`src/stw_pkg.sv`:
```
// Contract
// Watchdog off after reset, software toggles it
// Watchdog resets chip after two seconds
// Software restarts watchdog before it expires
// Early warning interrupt at 1.75 seconds
// Sixteen-bit sleep counter in always-on logic
// Two compare values, each with interrupt
// Only compare A produces wake; the code also lets a compare B match end idle through idle_wake
// Source select: 0 is 1kHz, 1 crystal
// Prescale by 2^N, N above 10 clamps
// RC clock divided to 1kHz, adjustable divider
// RC clock always runs, clocks management logic
// Idle halts processor until interrupt or debug wake
// Deep sleep exits on listed wake sources
// Serial receive held off until wake completes
// Software resets serial port after serial wake
// Regulator off in sleep, on at wake
// GPIO outputs frozen throughout deep sleep
// Core domain registers lost in deep sleep
// Processor registers saved and restored by hardware
// Wake cause and later wake events recorded
// Watchdog timeout logged as reset cause
// Counter wraps; compare flags sticky until cleared
package stw_pkg;
   localparam int CLK_MHZ = 100;
   localparam int RC_HZ = 10000;
   localparam int CAL_HZ = 1000;
   localparam int WDOG_TIMEOUT_MS = 2000;
   localparam int WDOG_WARN_MS = 1750;
   localparam int WDOG_TIMEOUT_TICKS = RC_HZ * WDOG_TIMEOUT_MS / 1000;
   localparam int WDOG_WARN_TICKS = RC_HZ * WDOG_WARN_MS / 1000;
   localparam int WDOG_W = 15;
   localparam int REG_RAMP_US = 10;
   localparam int REG_RAMP_CYC = REG_RAMP_US * CLK_MHZ;
   localparam int RAMP_W = 10;
   localparam int RST_HOLD_CYC = 16;
   localparam int GPIO_W = 8;
   localparam int ST_W = 16;
   localparam logic [7:0] CAL_DIV_RST = 8'(RC_HZ / CAL_HZ);
   localparam logic [3:0] DIV_MAX = 4'ha;
   localparam logic [3:0] CLK_DIV_RST = 4'h0;
   localparam logic [15:0] ST_CNT_RST = 16'h0000;
   localparam int WAKE_W = 5;
   localparam int WAKE_CMPA = 0;
   localparam int WAKE_EXT = 1;
   localparam int WAKE_DBG = 2;
   localparam int WAKE_SER = 3;
   localparam int WAKE_GPIO = 4;

   typedef enum logic [2:0] {
      PM_ACTIVE,
      PM_IDLE,
      PM_SAVE,
      PM_SLEEP,
      PM_POWER_UP,
      PM_RESTORE
   } stw_pm_state_type;

   typedef struct packed {
      logic clk_sel;
      logic [3:0] clk_div;
      logic [7:0] cal_div;
   } stw_st_cfg_type;

   typedef struct packed {
      logic rc_osc;
      logic xtal;
      logic ext_irq;
      logic debug_wake;
      logic serial_act;
      logic [GPIO_W-1:0] gpio;
   } stw_pins_type;

   // Low N bits (N clamped to 10) of the prescale counter that must all be set for a tick
   function automatic logic [9:0] div_mask(input logic [3:0] n);
      logic [3:0] c;
      c = (n > DIV_MAX) ? DIV_MAX : n;
      div_mask = 10'((11'h001 << c) - 11'h001);
   endfunction
endpackage

```
`src/stw_sync.sv`:
```
`timescale 1ns/100ps
module stw_sync #(
   parameter int W = 1
) (
   // Clock and reset
   input wire logic clk,
   input wire logic resetn,
   input wire logic ce,
   // Asynchronous levels in, filtered levels out
   input wire logic [W-1:0] din,
   output logic [W-1:0] dout
);
   logic [W-1:0] ff1_q;
   logic [W-1:0] ff2_q;
   logic [W-1:0] ff3_q;
   wire [W-1:0] agree = ~(ff2_q ^ ff3_q);

   // A bit moves only once the second and third stages agree
   always_ff @(posedge clk) begin
      if (!resetn) begin
         ff1_q <= '0;
         ff2_q <= '0;
         ff3_q <= '0;
         dout <= '0;
      end else if (ce) begin
         ff1_q <= din;
         ff2_q <= ff1_q;
         ff3_q <= ff2_q;
         dout <= (ff2_q & agree) | (dout & ~agree);
      end
   end
endmodule

```
`src/stw_prescale.sv`:
```
`timescale 1ns/100ps
module stw_prescale (
   // Clock and reset
   input wire logic clk,
   input wire logic resetn,
   input wire logic ce,
   // Source tick and exponent
   input wire logic tick_in,
   input wire logic [3:0] exp_n,
   // Divided tick, one cycle
   output logic tick_out
);
   logic [9:0] cnt_q;
   wire [9:0] mask = stw_pkg::div_mask(exp_n);
   wire hit = tick_in & ((cnt_q & mask) == mask);

   always_ff @(posedge clk) begin
      if (!resetn) begin
         cnt_q <= 10'h000;
         tick_out <= 1'b0;
      end else if (ce) begin
         if (tick_in) begin
            cnt_q <= cnt_q + 10'h001;
         end
         tick_out <= hit;
      end
   end
endmodule

```
`src/stw_top.sv`:
```
`timescale 1ns/100ps
module stw_top #(
   parameter int WDOG_TIMEOUT_TICKS = stw_pkg::WDOG_TIMEOUT_TICKS,
   parameter int WDOG_WARN_TICKS = stw_pkg::WDOG_WARN_TICKS
) (
   // Clock, reset, enable
   input wire logic clk,
   input wire logic resetn,
   input wire logic ce,
   // Pins from outside the clock domain
   input wire logic pin_rc_osc,
   input wire logic pin_xtal_32k,
   input wire logic pin_ext_irq,
   input wire logic pin_debug_wake,
   input wire logic pin_serial_act,
   input wire logic [stw_pkg::GPIO_W-1:0] pin_gpio_in,
   // Sleep timer control
   input wire stw_pkg::stw_st_cfg_type st_cfg,
   input wire logic st_run,
   input wire logic [stw_pkg::ST_W-1:0] cmp_a,
   input wire logic [stw_pkg::ST_W-1:0] cmp_b,
   input wire logic cmp_a_clr,
   input wire logic cmp_b_clr,
   // Sleep timer status
   output logic [stw_pkg::ST_W-1:0] st_count,
   output logic cmp_a_flag,
   output logic cmp_b_flag,
   output logic st_wake,
   // Watchdog control
   input wire logic wdog_en,
   input wire logic wdog_restart,
   input wire logic wdog_warn_clr,
   input wire logic rst_cause_clr,
   // Watchdog status
   output logic wdog_warn_flag,
   output logic chip_reset_req,
   output logic rst_cause_wdog,
   // Power mode requests
   input wire logic idle_req,
   input wire logic sleep_req,
   input wire logic any_irq,
   input wire logic serial_wake_en,
   input wire logic [stw_pkg::GPIO_W-1:0] gpio_wake_mask,
   input wire logic wake_cause_clr,
   // Processor state save and restore
   input wire logic cpu_save_done,
   input wire logic cpu_restore_done,
   output logic cpu_save_req,
   output logic cpu_restore_req,
   output logic cpu_halt,
   // Core power and pads
   output logic core_reg_en,
   output logic core_regulator_output,
   output logic core_domain_rst_n,
   output logic serial_rx_en,
   input wire logic [stw_pkg::GPIO_W-1:0] gpio_live,
   output logic [stw_pkg::GPIO_W-1:0] gpio_pad_out,
   // Power status
   output stw_pkg::stw_pm_state_type pm_state,
   output logic [stw_pkg::WAKE_W-1:0] wake_cause,
   output logic wake_done
);
   localparam logic [stw_pkg::WDOG_W-1:0] WD_END =
      stw_pkg::WDOG_W'(WDOG_TIMEOUT_TICKS - 1);
   localparam logic [stw_pkg::WDOG_W-1:0] WD_WARN =
      stw_pkg::WDOG_W'(WDOG_WARN_TICKS - 1);
   localparam logic [stw_pkg::RAMP_W-1:0] RAMP_END =
      stw_pkg::RAMP_W'(stw_pkg::REG_RAMP_CYC - 1);
   localparam logic [4:0] RST_END = 5'(stw_pkg::RST_HOLD_CYC - 1);

   // Pin synchronisation
   stw_pkg::stw_pins_type pins_raw;
   stw_pkg::stw_pins_type pins_s;

   assign pins_raw.rc_osc = pin_rc_osc;
   assign pins_raw.xtal = pin_xtal_32k;
   assign pins_raw.ext_irq = pin_ext_irq;
   assign pins_raw.debug_wake = pin_debug_wake;
   assign pins_raw.serial_act = pin_serial_act;
   assign pins_raw.gpio = pin_gpio_in;

   stw_sync #(
      .W($bits(stw_pkg::stw_pins_type))
   ) u_sync (
      .clk(clk),
      .resetn(resetn),
      .ce(ce),
      .din(pins_raw),
      .dout(pins_s)
   );

   // Edge detection on the filtered pins
   logic rc_prev_q;
   logic xt_prev_q;
   logic ser_prev_q;
   logic [stw_pkg::GPIO_W-1:0] gpio_prev_q;

   always_ff @(posedge clk) begin
      if (!resetn) begin
         rc_prev_q <= 1'b0;
         xt_prev_q <= 1'b0;
         ser_prev_q <= 1'b0;
         gpio_prev_q <= '0;
      end else if (ce) begin
         rc_prev_q <= pins_s.rc_osc;
         xt_prev_q <= pins_s.xtal;
         ser_prev_q <= pins_s.serial_act;
         gpio_prev_q <= pins_s.gpio;
      end
   end

   // The synchronised RC clock drives the management logic as an enable
   wire rc_tick = pins_s.rc_osc & ~rc_prev_q;
   wire xt_tick = pins_s.xtal & ~xt_prev_q;
   wire ser_edge = pins_s.serial_act ^ ser_prev_q;
   wire [stw_pkg::GPIO_W-1:0] gpio_edge = pins_s.gpio ^ gpio_prev_q;

   // Calibrated 1kHz divider
   logic [7:0] cal_cnt_q;
   logic cal_tick_q;
   // A zero divisor would never tick, so it acts as one
   wire [7:0] cal_lim = (st_cfg.cal_div == 8'h00) ? 8'h00 : st_cfg.cal_div - 8'h01;
   wire cal_wrap = rc_tick & (cal_cnt_q >= cal_lim);

   always_ff @(posedge clk) begin
      if (!resetn) begin
         cal_cnt_q <= 8'h00;
         cal_tick_q <= 1'b0;
      end else if (ce) begin
         if (cal_wrap) begin
            cal_cnt_q <= 8'h00;
         end else if (rc_tick) begin
            cal_cnt_q <= cal_cnt_q + 8'h01;
         end
         cal_tick_q <= cal_wrap;
      end
   end

   // Sleep timer clock source and prescaler
   wire src_tick = st_cfg.clk_sel ? xt_tick : cal_tick_q;
   logic st_tick;

   stw_prescale u_pre (
      .clk(clk),
      .resetn(resetn),
      .ce(ce),
      .tick_in(src_tick),
      .exp_n(st_cfg.clk_div),
      .tick_out(st_tick)
   );

   // Sleep counter and compares
   logic [stw_pkg::ST_W-1:0] st_cnt_q;
   wire st_step = st_tick & st_run;
   // Natural overflow gives the wrap to zero
   wire [stw_pkg::ST_W-1:0] st_cnt_d = st_cnt_q + 16'h0001;
   wire match_a = st_step & (st_cnt_d == cmp_a);
   wire match_b = st_step & (st_cnt_d == cmp_b);

   always_ff @(posedge clk) begin
      if (!resetn) begin
         st_cnt_q <= stw_pkg::ST_CNT_RST;
         st_count <= stw_pkg::ST_CNT_RST;
         cmp_a_flag <= 1'b0;
         cmp_b_flag <= 1'b0;
         st_wake <= 1'b0;
      end else if (ce) begin
         if (st_step) begin
            st_cnt_q <= st_cnt_d;
            st_count <= st_cnt_d;
         end
         // Set wins over a clear in the same cycle
         cmp_a_flag <= match_a | (cmp_a_flag & ~cmp_a_clr);
         cmp_b_flag <= match_b | (cmp_b_flag & ~cmp_b_clr);
         st_wake <= match_a;
      end
   end

   // Watchdog on the RC clock
   logic [stw_pkg::WDOG_W-1:0] wd_cnt_q;
   logic [4:0] rst_hold_q;
   logic rst_busy_q;
   wire wd_step = wdog_en & rc_tick;
   wire wd_warn = wd_step & (wd_cnt_q == WD_WARN);
   wire wd_fire = wd_step & (wd_cnt_q == WD_END);

   always_ff @(posedge clk) begin
      if (!resetn) begin
         wd_cnt_q <= '0;
      end else if (ce) begin
         if (!wdog_en || wdog_restart || wd_fire) begin
            wd_cnt_q <= '0;
         end else if (wd_step) begin
            wd_cnt_q <= wd_cnt_q + 15'h0001;
         end
      end
   end

   always_ff @(posedge clk) begin
      if (!resetn) begin
         wdog_warn_flag <= 1'b0;
         rst_cause_wdog <= 1'b0;
      end else if (ce) begin
         wdog_warn_flag <= wd_warn | (wdog_warn_flag & ~wdog_warn_clr);
         rst_cause_wdog <= wd_fire | (rst_cause_wdog & ~rst_cause_clr);
      end
   end

   // Reset request is stretched so slow reset logic sees it
   always_ff @(posedge clk) begin
      if (!resetn) begin
         rst_hold_q <= 5'h00;
         rst_busy_q <= 1'b0;
         chip_reset_req <= 1'b0;
      end else if (ce) begin
         if (wd_fire) begin
            rst_hold_q <= 5'h00;
            rst_busy_q <= 1'b1;
            chip_reset_req <= 1'b1;
         end else if (rst_busy_q) begin
            rst_hold_q <= rst_hold_q + 5'h01;
            if (rst_hold_q == RST_END) begin
               rst_busy_q <= 1'b0;
               chip_reset_req <= 1'b0;
            end
         end
      end
   end

   // Wake sources
   logic [stw_pkg::WAKE_W-1:0] ev;
   assign ev[stw_pkg::WAKE_CMPA] = match_a;
   assign ev[stw_pkg::WAKE_EXT] = pins_s.ext_irq;
   assign ev[stw_pkg::WAKE_DBG] = pins_s.debug_wake;
   assign ev[stw_pkg::WAKE_SER] = ser_edge & serial_wake_en;
   assign ev[stw_pkg::WAKE_GPIO] = |(gpio_edge & gpio_wake_mask);

   wire sleep_wake = |ev;
   wire idle_wake = any_irq | match_a | match_b | wd_warn | pins_s.debug_wake;

   // Power mode sequencer
   stw_pkg::stw_pm_state_type state_q;
   stw_pkg::stw_pm_state_type state_d;
   logic [stw_pkg::RAMP_W-1:0] ramp_q;

   always_comb begin
      state_d = state_q;
      case (state_q)
         stw_pkg::PM_ACTIVE: begin
            if (sleep_req) begin
               state_d = stw_pkg::PM_SAVE;
            end else if (idle_req) begin
               state_d = stw_pkg::PM_IDLE;
            end
         end
         stw_pkg::PM_IDLE: begin
            if (idle_wake) begin
               state_d = stw_pkg::PM_ACTIVE;
            end
         end
         stw_pkg::PM_SAVE: begin
            if (cpu_save_done) begin
               state_d = stw_pkg::PM_SLEEP;
            end
         end
         stw_pkg::PM_SLEEP: begin
            if (sleep_wake) begin
               state_d = stw_pkg::PM_POWER_UP;
            end
         end
         stw_pkg::PM_POWER_UP: begin
            if (ramp_q == RAMP_END) begin
               state_d = stw_pkg::PM_RESTORE;
            end
         end
         stw_pkg::PM_RESTORE: begin
            if (cpu_restore_done) begin
               state_d = stw_pkg::PM_ACTIVE;
            end
         end
         default: begin
            state_d = stw_pkg::PM_ACTIVE;
         end
      endcase
   end

   // Decoded views of the next state
   wire nx_idle = (state_d == stw_pkg::PM_IDLE);
   wire nx_save = (state_d == stw_pkg::PM_SAVE);
   wire nx_sleep = (state_d == stw_pkg::PM_SLEEP);
   wire nx_pwrup = (state_d == stw_pkg::PM_POWER_UP);
   wire nx_rest = (state_d == stw_pkg::PM_RESTORE);
   wire nx_active = (state_d == stw_pkg::PM_ACTIVE);
   wire nx_wakeseq = nx_sleep | nx_pwrup | nx_rest;
   wire in_wakeseq = (state_q == stw_pkg::PM_SLEEP) |
                     (state_q == stw_pkg::PM_POWER_UP) |
                     (state_q == stw_pkg::PM_RESTORE);
   wire seq_done = (state_q == stw_pkg::PM_RESTORE) & nx_active;

   always_ff @(posedge clk) begin
      if (!resetn) begin
         state_q <= stw_pkg::PM_ACTIVE;
         pm_state <= stw_pkg::PM_ACTIVE;
         ramp_q <= '0;
      end else if (ce) begin
         state_q <= state_d;
         pm_state <= state_d;
         ramp_q <= (nx_pwrup && state_q == stw_pkg::PM_POWER_UP) ? ramp_q + 10'h001 : '0;
      end
   end

   // Power and processor control outputs
   always_ff @(posedge clk) begin
      if (!resetn) begin
         cpu_save_req <= 1'b0;
         cpu_restore_req <= 1'b0;
         cpu_halt <= 1'b0;
         core_reg_en <= 1'b1;
         core_regulator_output <= 1'b1;
         core_domain_rst_n <= 1'b1;
         serial_rx_en <= 1'b1;
         wake_done <= 1'b0;
      end else if (ce) begin
         cpu_save_req <= nx_save;
         cpu_restore_req <= nx_rest;
         cpu_halt <= ~nx_active;
         core_reg_en <= ~nx_sleep;
         // Output is only switched on after the ramp time
         core_regulator_output <= ~(nx_sleep | nx_pwrup);
         // Core registers are held in reset while unpowered
         core_domain_rst_n <= ~(nx_sleep | nx_pwrup);
         // Partial bytes during wake are dropped by keeping receive off
         serial_rx_en <= ~nx_wakeseq;
         wake_done <= seq_done;
      end
   end

   // Pad freeze holds the level present when sleep began
   always_ff @(posedge clk) begin
      if (!resetn) begin
         gpio_pad_out <= '0;
      end else if (ce) begin
         if (!nx_wakeseq) begin
            gpio_pad_out <= gpio_live;
         end
      end
   end

   // Wake cause record
   wire [stw_pkg::WAKE_W-1:0] ev_log = in_wakeseq ? ev : '0;

   always_ff @(posedge clk) begin
      if (!resetn) begin
         wake_cause <= '0;
      end else if (ce) begin
         wake_cause <= ev_log | (wake_cause & ~{stw_pkg::WAKE_W{wake_cause_clr}});
      end
   end
endmodule

```
`config.mk`:
```
export PLATFORM = sky130hd
export DESIGN_NAME = stw_top
export DESIGN_NICKNAME = d
export VERILOG_FILES = /design/src/stw_pkg.sv /design/src/stw_sync.sv /design/src/stw_prescale.sv /design/src/stw_top.sv
export SDC_FILE = /design/constraint.sdc
export NUM_CORES = 1
export LEC_CHECK = 0
export BUFFER_PORTS_ARGS = -buffer_cell sky130_fd_sc_hd__clkbuf_2
export CAP_MARGIN = 20
export CORE_ASPECT_RATIO = 1.2
export CORE_MARGIN = 2
export CORE_UTILIZATION = 52
export CTS_CLUSTER_SIZE = 16
export DETAILED_ROUTE_END_ITERATION = 10
export PLACE_DENSITY = 0.77
export SLEW_MARGIN = 0
export SYNTH_ARGS = -nofsm -noshare
export SYNTH_HDL_FRONTEND = slang
export SYNTH_HIERARCHICAL = 1
export SYNTH_SLANG_ARGS = --single-unit
```
`constraint.sdc`:
```
create_clock -name clk -period 2.8 [get_ports clk]
set_input_delay 0 -clock clk [delete_from_list [all_inputs] [get_ports clk]]
set_output_delay 0 -clock clk [all_outputs]
set_load 0.03 [all_outputs]
```
# Word-level counts from Yosys, hierarchy flattened
# Cells that the tools add are included.
[totals]
regBits = 159
output_inout_bits = 46
elab_cells = 156
[classes]
add_sub_neg = 8
order_cmp = 2
n_eq_ne = 16
shift = 1
n_mux = 25
bitwise = 51
n_reduce_logical = 20
[ops]
columns = ["cell", "count"]
rows = [
  ["$eq 16x16->1", 2],
  ["$eq 15x15->1 const B", 2],
  ["$mux 15", 2],
  ["$and 13x13->13", 2],
  ["$not 13->13", 2],
  ["$mux 8", 3],
  ["$mux 3", 7],
  ["$add 10x1->10 const B", 2],
  ["$pmux 3 s6", 1],
  ["$add 16x1->16 const B", 1],
  ["$and 1x1->1", 16],
  ["$add 15x1->15 const B", 1],
  ["$mux 5", 3],
  ["$or 13x13->13", 1],
  ["$xor 13x13->13", 1],
  ["$eq 3x2->1 const B", 4],
  ["$eq 3x3->1 const B", 4],
  ["$or 1x1->1", 12],
  ["$reduce_and 2->1", 6],
  ["$reduce_or 12->1", 1],
  ["$and 10x10->10", 1],
  ["$eq 10x10->1", 1],
  ["$eq 10x10->1 const B", 1],
  ["$mux 10", 1],
  ["26 further kinds", 46],
]

# Depth between registers and ports, before layout
# Gate-level depths: netlist of run 1.
[logic_depth]
depth_word = 14
mapped_depth = 15
ltp_nobuf = 15

# By module
# Netlist of run 1, hierarchy kept.
[by_module_without_submodules]
columns = ["mod", "instances", "cells_each", "area_per_inst_um2"]
rows = [
  ["stw_top", 1, 692, 5670.4],
  ["stw_sync", 1, 209, 2138.3],
  ["stw_prescale", 1, 84, 708.2],
]

# Least setup slack after synthesis of run 1
# Ideal clock, no wire load.
[synth_path]
path_kind = "input to register"
startpoint = "input port st_cfg[0] (netlist bit)"
endpoint = "register cal_cnt_q[1]"
setup_ns = 0.095
t_arrival_ns = 2.845
setup_slack_ns = -0.140
cell_stages = 15
n_path_buf = 0
path_cell_list = "inv_1 -> ha_1 -> nor2b_1 -> nand3b_1 -> or3_1 -> and2_1 -> ha_1 -> nand2b_1 -> a21o_1 -> a21o_1 -> a21o_1 -> a21o_1 -> a211oi_1 -> o21bai_1 -> a221oi_1"
[synth_between]
elab_chain_len = 6
elab_cells_between_ends = 8
classes_between = "1 x add/sub; 1 x order compare; 2 x mux; 1 x bitwise; 3 x reduce/logical"
[synth_rtl]
columns = ["element", "line_no", "rtl"]
rows = [
  ["start, declared", "stw_top.sv:18", "input wire stw_pkg::stw_st_cfg_type st_cfg,"],
  ["$sub 8x1->8 / $logic_not 8->1 (equally long branches)", "stw_top.sv:122", "wire [7:0] cal_lim = (st_cfg.cal_div == 8'h00) ? 8'h00 : st_cfg.cal_div - 8'h01;"],
  ["$mux 8 *", "stw_top.sv:122", ""],
  ["$ge 8x8->1 *", "stw_top.sv:123", "wire cal_wrap = rc_tick & (cal_cnt_q >= cal_lim);"],
  ["$and 1x1->1 *", "stw_top.sv:123", ""],
  ["$reduce_bool 2->1 (no line)", "-", ""],
  ["$reduce_and 2->1 (no line)", "-", ""],
  ["end signal, assigned", "stw_top.sv:133", "cal_cnt_q <= cal_cnt_q + 8'h01;"],
  ["end, declared", "stw_top.sv:119", "logic [7:0] cal_cnt_q;"],
]
# Mark *: on every way between the ends. The rest lies on a longest branch, timed or not.
# A chain may end at the register's enable or synchronous reset.

# Worst setup path in the final report of run 1
[layout_path]
startpoint = "register st_cnt_q[5] (netlist bit)"
endpoint = "register ramp_q[5] (netlist bit)"
[layout_between]
elab_chain_len = 12
elab_cells_between_ends = 16
classes_between = "1 x add/sub; 3 x eq/ne; 4 x mux; 6 x bitwise; 2 x reduce/logical"
[layout_rtl]
columns = ["element", "line_no", "rtl"]
rows = [
  ["start, declared", "stw_top.sv:153", "logic [stw_pkg::ST_W-1:0] st_cnt_q;"],
  ["start signal, assigned", "stw_top.sv:162", "st_cnt_q <= stw_pkg::ST_CNT_RST;"],
  ["start signal, assigned", "stw_top.sv:169", "st_cnt_q <= st_cnt_d;"],
  ["$add 16x1->16 *", "stw_top.sv:156", "wire [stw_pkg::ST_W-1:0] st_cnt_d = st_cnt_q + 16'h0001;"],
  ["$eq 16x16->1", "stw_top.sv:157", "wire match_a = st_step & (st_cnt_d == cmp_a);"],
  ["$and 1x1->1", "stw_top.sv:157", ""],
  ["$or 1x1->1 (4 in a row)", "stw_top.sv:239", "wire idle_wake = any_irq | match_a | match_b | wd_warn | pins_s.debug_wake;"],
  ["$mux 3", "stw_top.sv:257", "if (idle_wake) begin"],
  ["$pmux 3 s6 *", "stw_top.sv:248", "case (state_q)"],
  ["$eq 3x3->1 *", "stw_top.sv:291", "wire nx_pwrup = (state_d == stw_pkg::PM_POWER_UP);"],
  ["$logic_and 1x1->1 *", "stw_top.sv:308", "ramp_q <= (nx_pwrup && state_q == stw_pkg::PM_POWER_UP) ? ramp_q + 10'h001 : '0;"],
  ["$mux 10 *", "stw_top.sv:308", ""],
  ["end signal, assigned", "stw_top.sv:308", ""],
  ["end, declared", "stw_top.sv:244", "logic [stw_pkg::RAMP_W-1:0] ramp_q;"],
]
# Marks and branches as above.

==> impl_metrics.yaml, run 1 <==
status:
  status: "complete, no violations"
placement:
  portBuffers: 136
  gp_congestion: 0.934
  dp.final_hpwl_mm: 13.7
  post-place-ws_ns: -0.209
clocking:
  cts_tree: "built"
  insertion_delay_ns: 0.43
  cts_root_buf: "clkbuf_16"
  cts_max_level: 4
  post_cts_buffers: 0
  cts_sinks: 159
  cts.clk_slew.worst_paths_ns: 0.07
  clockBufferDepth: 2
  cts-buffers-inserted: 17
global_route:
  grt_use_total: 0.226
  gr-total-overflow: 0
  first_global_vias: 6986
  grt_max_degree: 98
  grt_antenna_before_repair: 0
  grt_pass1_wl_mm: 32.1
logic_synthesis:
  synthMuxAreaShare: 0.0636
  yosysSeqAreaShare: 0.374
  synthesis.area_sq_um: 8520
  async_reset_ff_frac: 0
  synth_compound_gate_area_share: 0.144
  ys_seq_elements: 159
  synth_xor_area_frac: 0.101
  synth_top_area_frac: 0.374
  synth_nets: 1093
  syn-instance-count: 985
  synth_top_cell_by_area: "dfxtp_1"
  synth_most_common_cell: "dfxtp_1"
  synth-adder-area-share: 0.0250
  synth_cell_type_count: 81
  synthFlopType: "dfxtp_1"
  ys_top_cells_by_area: "dfxtp_1, mux2i_1, nor2_1, xnor2_1, xor2_1"
  synth_commonest_cells: "dfxtp_1, nor2_1, nand2_1, mux2i_1, a21oi_1"
  synth_top_family_by_area: "simple AND/OR/NAND/NOR gates"
  synth_warnings: 6
  avgSynthCellArea_sq_um: 8.65
  synth-edff-count: 0
  synth-simple-area-share: 0.243
cells_and_area:
  syn2layout_area_growth_pct: 22.7
  final_nets: 1259
  layout-drive-gt1-share: 0.221
  fillers: 1329
  num_antenna_cells: 0
setup_path:
  worstPathArrival_ns: 3.03
  cp_cell_sequence: "nand4_4, or4_4, a32o_1, nor3_2, o211ai_2, nor2_2, o21ai_4, buf_6, a21oi_1"
  cp_data_required_time_ns: 3.15
  end_kind: "register"
  crit_path_max_fanout: 8
  startpoint: "st_cnt_q[5]"
  worstSetupPathType: "reg -> reg"
  critPathLaunchType: "register"
  cp_slowest_cell: "or4_4"
  regToRegStartpoint: "st_cnt_q[5]"
  critPathMaxStageDelay_ns: 0.60
sta:
  period_share: 0.956
  tightest_slew_ns: 0.638
  relSlewSlack: 0.570
  max_clock_freq_ghz: 0.374
  rsz0062_at_grt: "no"
  fin_crit_ns: 2.68
  fin_ws_ns: 0.124
  skew_ns: 0.0112
  final-hold-violation-count: 0
  hold_slack_ns: 0.0268
  timing.final.max_slew_violations: 0
  setup_viol: 0
pwr:
  pwr-share-comb: 0.098
  p_leak_nw: 4.33
  power.density_nw_per_um2: 504
  pwr-share-seq: 0.444
  power.total_mw: 5.26
  switching_power_mw: 1.38
  power_switching_share: 0.262
  vdd_drop_max_mv: 0.528
  clock_power_share: 0.458
  p_int_mw: 3.89
die:
  core_sq_um: 16100
  die_area_sq_um: 17400
  io_pins: 137
  die_x_um: 121
  initial_utilization: 0.528
  die_h_um: 144
  num_rows: 51
routing:
  wl_per_cell_um: 14.6
  drt-total-wl_mm: 20.0
  avgViaCountPerCell: 5.51
  dr.pass1.iters: 5
  num_vias: 7586
  post-route-drc-count: 0
  detail-route-antenna-nets: 0
  drt_iter0_drc: 429
worst_hold_path:
  worstHoldStart: "ce"
  hold_path.class: "in -> reg"
run:
  cap_violations: 0
-- repair_timing --
item / CTS / global route
gates resized for setup: 0 / 14
endpoints found under the setup margin: 0 / 14
endpoints found under the hold margin: 30 / 0
hold buffers: 28 / 0
-- power by group through the flow --
stage	clock (mW)	sequential, mW	combinational (mW)
2_1_floorplan	0	2.42	0.283
3_3_place_gp	0	2.38	0.464
5_1_grt	2.53	2.34	0.564
6_report	2.41	2.34	0.516
4_1_cts	2.46	2.33	0.503
3_5_place_dp	0	2.39	0.471
-- worst max-delay path: cells and delay by family (launching register included) --
family | cells | cell delay [ns]
compound gates | 4 | 0.74
flops | 1 | 0.49
buf+inv | 1 | 0.19
simple gates | 4 | 1.17
-- kinds of logic (layout without fill, tap and decap cells) --
logic type | after synthesis | count (layout)
xor gates and xnor gates | 95 | 95
adders and majority gates | 17 | 17
buffers and inverters | 83 | 262
AOI/OAI and AO/OA | 171 | 171
DFF | 159 | 159
and+or+nand+nor | 406 | 406
muxes | 54 | 54
-- registers in the layout (all words and copies together), names as in the netlist, 3 cells and up, named ones only --
signal        cells
u_sync/ff2_q     13
wake_cause        5
rst_hold_q        5
gpio_prev_q       8
u_sync/ff1_q     13
u_pre/cnt_q      10
state_q           3
st_cnt_q         16
ramp_q           10
wd_cnt_q         15
u_sync/ff3_q     13
cal_cnt_q         8
gpio_pad_out      8
-- stage by stage --
step            util  setup TNS, ns  std cells  area, sq um
2_1_floorplan      -        -0.0203        985         8530
3_3_place_gp   0.587         -0.424       1316         9470
3_5_place_dp   0.587          -1.27       1316         9470
4_1_cts        0.642              0       1376        10400
5_1_grt        0.647              0       1376        10400
6_report       0.647              0       1376        10400
-- routing by layer --
| metal | wire (um) | up-vias | share of wire | GRT usage |
|---|---|---|---|---|
| li1 | - | 3804 | - | - |
| met1 | 8780 | 3549 | 0.44 | 0.279 |
| met2 | 10100 | 194 | 0.50 | 0.391 |
| met3 | 760 | 39 | 0.038 | 0.0434 |
| met4 | 406 | 0 | 0.020 | 0.0851 |
| met5 | 0 | - | 0 | 0 |
-- layout by cell type (no fill, tap or decap), drive strengths merged, types with 4 or more instances in the layout --
master,netlist,final
or2,6,6
xor2,46,46
dfxtp,159,159
a31oi,4,4
nand2b,9,9
or3,9,9
o32ai,13,13
clkinv,2,6
and4,9,9
nand4,23,23
nor2b,20,20
mux2i,53,53
nand3,41,41
a21boi,4,4
nor3b,6,6
clkbuf,27,152
buf,30,42
o211a,4,4
ha,17,17
inv,23,32
a21o,5,5
and2,15,15
xnor2,47,47
nand2,89,89
dlygate4sd3,0,28
o21ai,41,41
nor4,10,10
nor3,26,26
and3,10,10
a22oi,11,11
a211oi,12,12
nor2,114,114
nand3b,7,7
a21oi,49,49
-- path summary, 6_finish.rpt --
| check | to | slack [ns] | cells after the start |
|---|---|---|---|
| max | ramp_q[5] | 0.12 | 9 |
| max reg2reg | ramp_q[5] | 0.12 | 9 |
| min | u_pre/cnt_q[1] | 0.03 | 3 |
| min reg2reg | rst_cause_wdog | 0.46 | 2 |
-- final cells by class --
type	instances	area (sq um)	share of cell area
Sequential cell	159	3180	0.305
Clock inverter	15	195	0.0187
Inverter	25	93.8	0.00898
Multi-Input combinational cell	743	5000	0.478
Timing Repair Buffer	205	1290	0.123
Tap cell	212	265	0.0254
Clock buffer	17	425	0.0407
Power figures use the tool's default switching activity.
==> run 2, diff against run 1 <==
--- a/config.mk
+++ b/config.mk
@@ -5,6 +5,7 @@
 export SDC_FILE = /design/constraint.sdc
 export NUM_CORES = 1
 export LEC_CHECK = 0
+export ABC_AREA = 1
 export BUFFER_PORTS_ARGS = -buffer_cell sky130_fd_sc_hd__clkbuf_2
 export CAP_MARGIN = 20
 export CORE_ASPECT_RATIO = 1.2
==> impl_metrics.yaml, run 2 <==
cells_and_area:
  num_antenna_cells: 0
  top_register: "st_cnt_q"
  final_nets: 1513
  fin_util: 0.635
  largest_registers: "st_cnt_q: 16 flops, wd_cnt_q: 15 flops"
  layout-drive-gt1-share: 0.190
  instances_no_fill: 1630
  final_common_cell: "nand2_1"
  fin_area_sq_um: 10300
  final_cell_mix: "nand2_1, nor2_1, dfxtp_1"
  syn2layout_area_growth_pct: 20.0
  largest_register_ffs: 16
setup_path:
  crit_path_max_fanout: 8
  critPathLaunchType: "register"
  worstSetupPathType: "reg -> reg"
  rr_worst_depth: 16
  cp_data_required_time_ns: 3.12
  worstPathArrival_ns: 2.90
  end_kind: "register"
sta:
  final-hold-violation-count: 0
  fin_setup_tns_ns: 0
  fin_ws_ns: 0.219
  tightest_slew_ns: 0.849
  relSlewSlack: 0.434
  fin_crit_ns: 2.58
  max_clock_freq_ghz: 0.387
  skew_ns: 0.00680
  hold_slack_ns: 0.0204
  period_share: 0.922
  setup_viol: 0
  timing.final.max_slew_violations: 0
logic_synthesis:
  synth_most_common_cell: "nand2_1"
  yosysSeqAreaShare: 0.373
  ys_seq_elements: 159
  ys_top_cells_by_area: "dfxtp_1, nand2_1, nor2_1, inv_1, o21ai_0"
  syn-instance-count: 1243
  synth_warnings: 6
  synth-edff-count: 0
  async_reset_ff_frac: 0
  synthesis.area_sq_um: 8540
  synth_top_cell_by_area: "dfxtp_1"
  synth_top_area_frac: 0.373
  synth_commonest_cells: "nand2_1, nor2_1, dfxtp_1, inv_1, o21ai_0"
  synth_cell_type_count: 48
  avgSynthCellArea_sq_um: 6.87
  synth_nets: 1351
  synthFlopType: "dfxtp_1"
routing:
  dr.pass1.iters: 5
  drt_iter0_drc: 619
  drt-total-wl_mm: 20.7
  post-route-drc-count: 0
  detail-route-antenna-nets: 0
  avgViaCountPerCell: 5.16
  wl_per_cell_um: 12.7
  num_vias: 8407
placement:
  post-place-ws_ns: 0.167
  gp_congestion: 0.970
  dp.final_hpwl_mm: 14.6
  dp_cells: 1564
  placed_cell_area_sq_um: 9330
  portBuffers: 136
clocking:
  cts.clk_slew.worst_paths_ns: 0.06
  cts_root_buf: "clkbuf_16"
  cts_sinks: 159
  clockBufferDepth: 2
  cts-buffers-inserted: 17
  insertion_delay_ns: 0.42
  cts_max_level: 4
  cts_tree: "built"
pwr:
  power.density_nw_per_um2: 511
  vdd_drop_max_mv: 0.440
  clock_power_share: 0.437
  power_switching_share: 0.255
  p_int_mw: 3.90
  pwr-share-comb: 0.109
  pwr-share-seq: 0.454
  p_leak_nw: 4.60
  switching_power_mw: 1.34
  power.total_mw: 5.24
global_route:
  gr-total-overflow: 0
  grt_use_total: 0.233
  grt_antenna_before_repair: 0
  grt_max_degree: 98
  first_global_vias: 7461
  grt_pass1_wl_mm: 33.5
die:
  die_area_sq_um: 17500
  die_h_um: 144
  num_rows: 51
  io_pins: 137
  initial_utilization: 0.529
  core_sq_um: 16100
  die_x_um: 121
status:
  status: "complete, no violations"
worst_hold_path:
  min_path_cells: 4
  hold_path.class: "in -> reg"
run:
  cap_violations: 0
run 2: path summary, 6_finish.rpt:
check	slack [ns]	from	endpoint
setup / recovery	0.22	st_cnt_q[0]	gpio_pad_out[6]
setup reg to reg	0.22	st_cnt_q[0]	gpio_pad_out[6]
hold / removal	0.02	wake_cause_clr	wake_cause[1]
hold reg to reg	0.46	u_sync/ff3_q[12]	register
run 2: power groups by stage:
stage	Clock, mW	Sequential [mW]	Combinational, mW
floorplan	0	2.46	0.327
global placement	0	2.43	0.514
detailed placement	0	2.43	0.521
CTS	2.33	2.38	0.557
global route	2.42	2.39	0.644
finish	2.29	2.38	0.573
run 2: worst max-delay path, stage by stage, from the launching register on:
cell and delay, ns:
dfxtp_2 0.40, ha_2 0.22, nand2_2 0.10, nor2_4 0.24, nand2_1 0.07, nand2_1 0.12
xor2_1 0.08, nor2_1 0.12, nand2_2 0.06, nor2_2 0.17, nand3_2 0.14, nand4_2 0.11
nand3_4 0.13, nor2_4 0.30, nand2_1 0.10, nand2_1 0.07, nor2_1 0.04
run 2: metal layers:
| metal | vias up | routed length [um] | global-route usage |
|---|---|---|---|
| li1 | 4371 | - | - |
| met1 | 3791 | 9280 | 0.295 |
| met2 | 208 | 9930 | 0.402 |
| met3 | 37 | 1100 | 0.0457 |
| met4 | 0 | 359 | 0.0667 |
| met5 | - | 0 | 0 |
run 2: cell type report:
type,count,area [sq um]
inverters,146,548
repair buffers,177,1060
fillers,1431,5890
clock buffers,21,450
flip-flops and latches,159,3190
multi-input cells,904,4610
clock inverters,11,131
well taps,212,265
run 2: kinds of logic after synthesis:
group / share of synthesized area
fa+ha+maj: 0.0249
buf+inv: 0.0903
mux: 0.00117
compound gates: 0.135
flops: 0.373
simple gates: 0.356
xor+xnor: 0.0201
run 2: timing repair:
item	CTS	global route
hold buffers	29	0
buffers inserted	0	4
endpoints found under the setup margin	0	24
resized for setup	0	6
endpoints found under the hold margin	29	0
==> run 3, diff against run 2 <==
--- a/config.mk
+++ b/config.mk
@@ -8,7 +8,6 @@
 export ABC_AREA = 1
 export BUFFER_PORTS_ARGS = -buffer_cell sky130_fd_sc_hd__clkbuf_2
 export CAP_MARGIN = 20
-export CORE_ASPECT_RATIO = 1.2
 export CORE_MARGIN = 2
 export CORE_UTILIZATION = 52
 export CTS_CLUSTER_SIZE = 16
==> impl_metrics.yaml, run 3 (synthesized netlist as in run 2, its figures left out) <==
die:
  core_sq_um: 16000
  die_area_sq_um: 17500
  initial_utilization: 0.534
  io_pins: 137
  die_h_um: 132
  die_x_um: 132
  num_rows: 46
routing:
  dr.pass1.iters: 5
  wl_per_cell_um: 12.7
  avgViaCountPerCell: 5.17
  num_vias: 8447
  detail-route-antenna-nets: 0
  post-route-drc-count: 0
  drt-total-wl_mm: 20.7
  drt_iter0_drc: 595
setup_path:
  cp_cell_sequence: "ha_1, nand3_1, nor2_2, nand2_1, nand3_1, nand2_1, nor2_1, nand3_1, nor2_2, nand3_2, nand4_2, nand3_4, nor2_8, nand2_1, nand2_1, nor2_1"
  cp_slowest_cell: "dfxtp_1"
  critPathLaunchType: "register"
  cp_top_family: "simple AND/OR/NAND/NOR gates"
  worstSetupPathType: "reg -> reg"
  rr_worst_depth: 16
  critPathMostFrequentCell: "nand2_1"
  worstPathArrival_ns: 2.90
  crit_cells: 16
  critPathMaxStageDelay_ns: 0.41
  crit_path_max_fanout: 17
  end_kind: "register"
  cp_data_required_time_ns: 3.12
  crit_buf_inv: 0
cells_and_area:
  fin_util: 0.642
  final_cell_mix: "nand2_1, nor2_1, dfxtp_1"
  syn2layout_area_growth_pct: 20.1
  layout-drive-gt1-share: 0.186
  num_antenna_cells: 0
  final_nets: 1513
  largest_registers: "st_cnt_q: 16 flops, wd_cnt_q: 15 flops"
  final_common_cell: "nand2_1"
  top_register: "st_cnt_q"
  largest_register_ffs: 16
global_route:
  gr-total-overflow: 0
  grt_max_degree: 105
  grt_pass1_wl_mm: 34.9
  first_global_vias: 7654
  grt_antenna_before_repair: 0
  grt_use_total: 0.240
sta:
  fin_crit_ns: 2.57
  relSlewSlack: 0.617
  rsz0062_at_grt: "no"
  hold_slack_ns: 0.0289
  max_clock_freq_ghz: 0.389
  setup_viol: 0
  skew_ns: 0.0123
  period_share: 0.918
  tightest_slew_ns: 0.573
  fin_setup_tns_ns: 0
  fin_ws_ns: 0.229
  final-hold-violation-count: 0
  timing.final.max_slew_violations: 0
clocking:
  cts_sinks: 159
  clockBufferDepth: 2
  cts_tree: "built"
  cts_max_level: 4
  cts-buffers-inserted: 17
  insertion_delay_ns: 0.43
  cts_resized: 0
  cts_root_buf: "clkbuf_16"
  cts.clk_slew.worst_paths_ns: 0.07
worst_hold_path:
  hold_path.class: "in -> reg"
  min_path_cells: 4
run:
  cap_violations: 0
placement:
  portBuffers: 136
  dp.final_hpwl_mm: 14.7
  gp_congestion: 0.962
  post-place-ws_ns: 0.255
pwr:
  vdd_drop_max_mv: 0.581
  p_leak_nw: 4.63
  power.total_mw: 5.16
  power.density_nw_per_um2: 503
status:
  status: "complete, no violations"
==> run 3: cell types whose count changed in the layout (fill, tap and decap cells not counted), sizes merged <==
cell	before	now
dlygate4sd3	29	32
clkbuf	155	151
nor2	201	200
bufinv	2	0
clkinvlp	6	2
inv	149	154
buf	14	12
clkinv	0	5
==> run 3: per-layer routing <==
metal / global-route usage / part of all wire / vias to the layer above
li1: - / - / 4375
met1: 0.323 / 0.47 / 3820
met2: 0.384 / 0.46 / 222
met3: 0.0534 / 0.055 / 30
met4: 0.0747 / 0.016 / 0
met5: 0 / 0 / -
==> run 3: final timing paths <==
check	endpoint	startpoint	slack [ns]
max	gpio_pad_out[1]	st_cnt_q[1]	0.23
min	core_reg_en	cpu_save_done	0.03
max reg2reg	gpio_pad_out[1]	st_cnt_q[1]	0.23
min reg2reg	register	u_sync/ff3_q[12]	0.45
==> run 3: power by group <==
group / internal (mW) / leakage, nW / total (mW) / switching, mW
clock network: 1.18 / 0.275 / 2.22 / 1.04
logic: 0.223 / 3.06 / 0.568 / 0.345
registers: 2.33 / 1.30 / 2.38 / 0.0465
==> run 3: worst min-delay path, cell delays in order <==
cell and delay, ns:
clkbuf_2 0.08, nand3_1 0.14, nand3_4 0.12, nand3_1 0.08
==> run 3: timing repair <==
action,4_1_cts,5_1_grt
hold buffers,32,0
setup endpoints to repair,0,0
buffers inserted,0,0
hold endpoints to repair,30,0
==> run 3: area by class of cell <==
cell class,instances,area (sq um)
well taps,216,270
inverters,146,548
clock buffers,17,425
multi-input cells,903,4590
fillers,1459,5740
clock inverters,15,145
flip-flops and latches,159,3180
repair buffers,178,1100
==> run 3: metrics by stage <==
| step | cell area, sq um | std cells |
|---|---|---|
| 2_1_floorplan | 8540 | 1243 |
| 3_3_place_gp | 9370 | 1570 |
| 3_5_place_dp | 9370 | 1570 |
| 4_1_cts | 10300 | 1634 |
| 5_1_grt | 10300 | 1634 |
| 6_report | 10300 | 1634 |
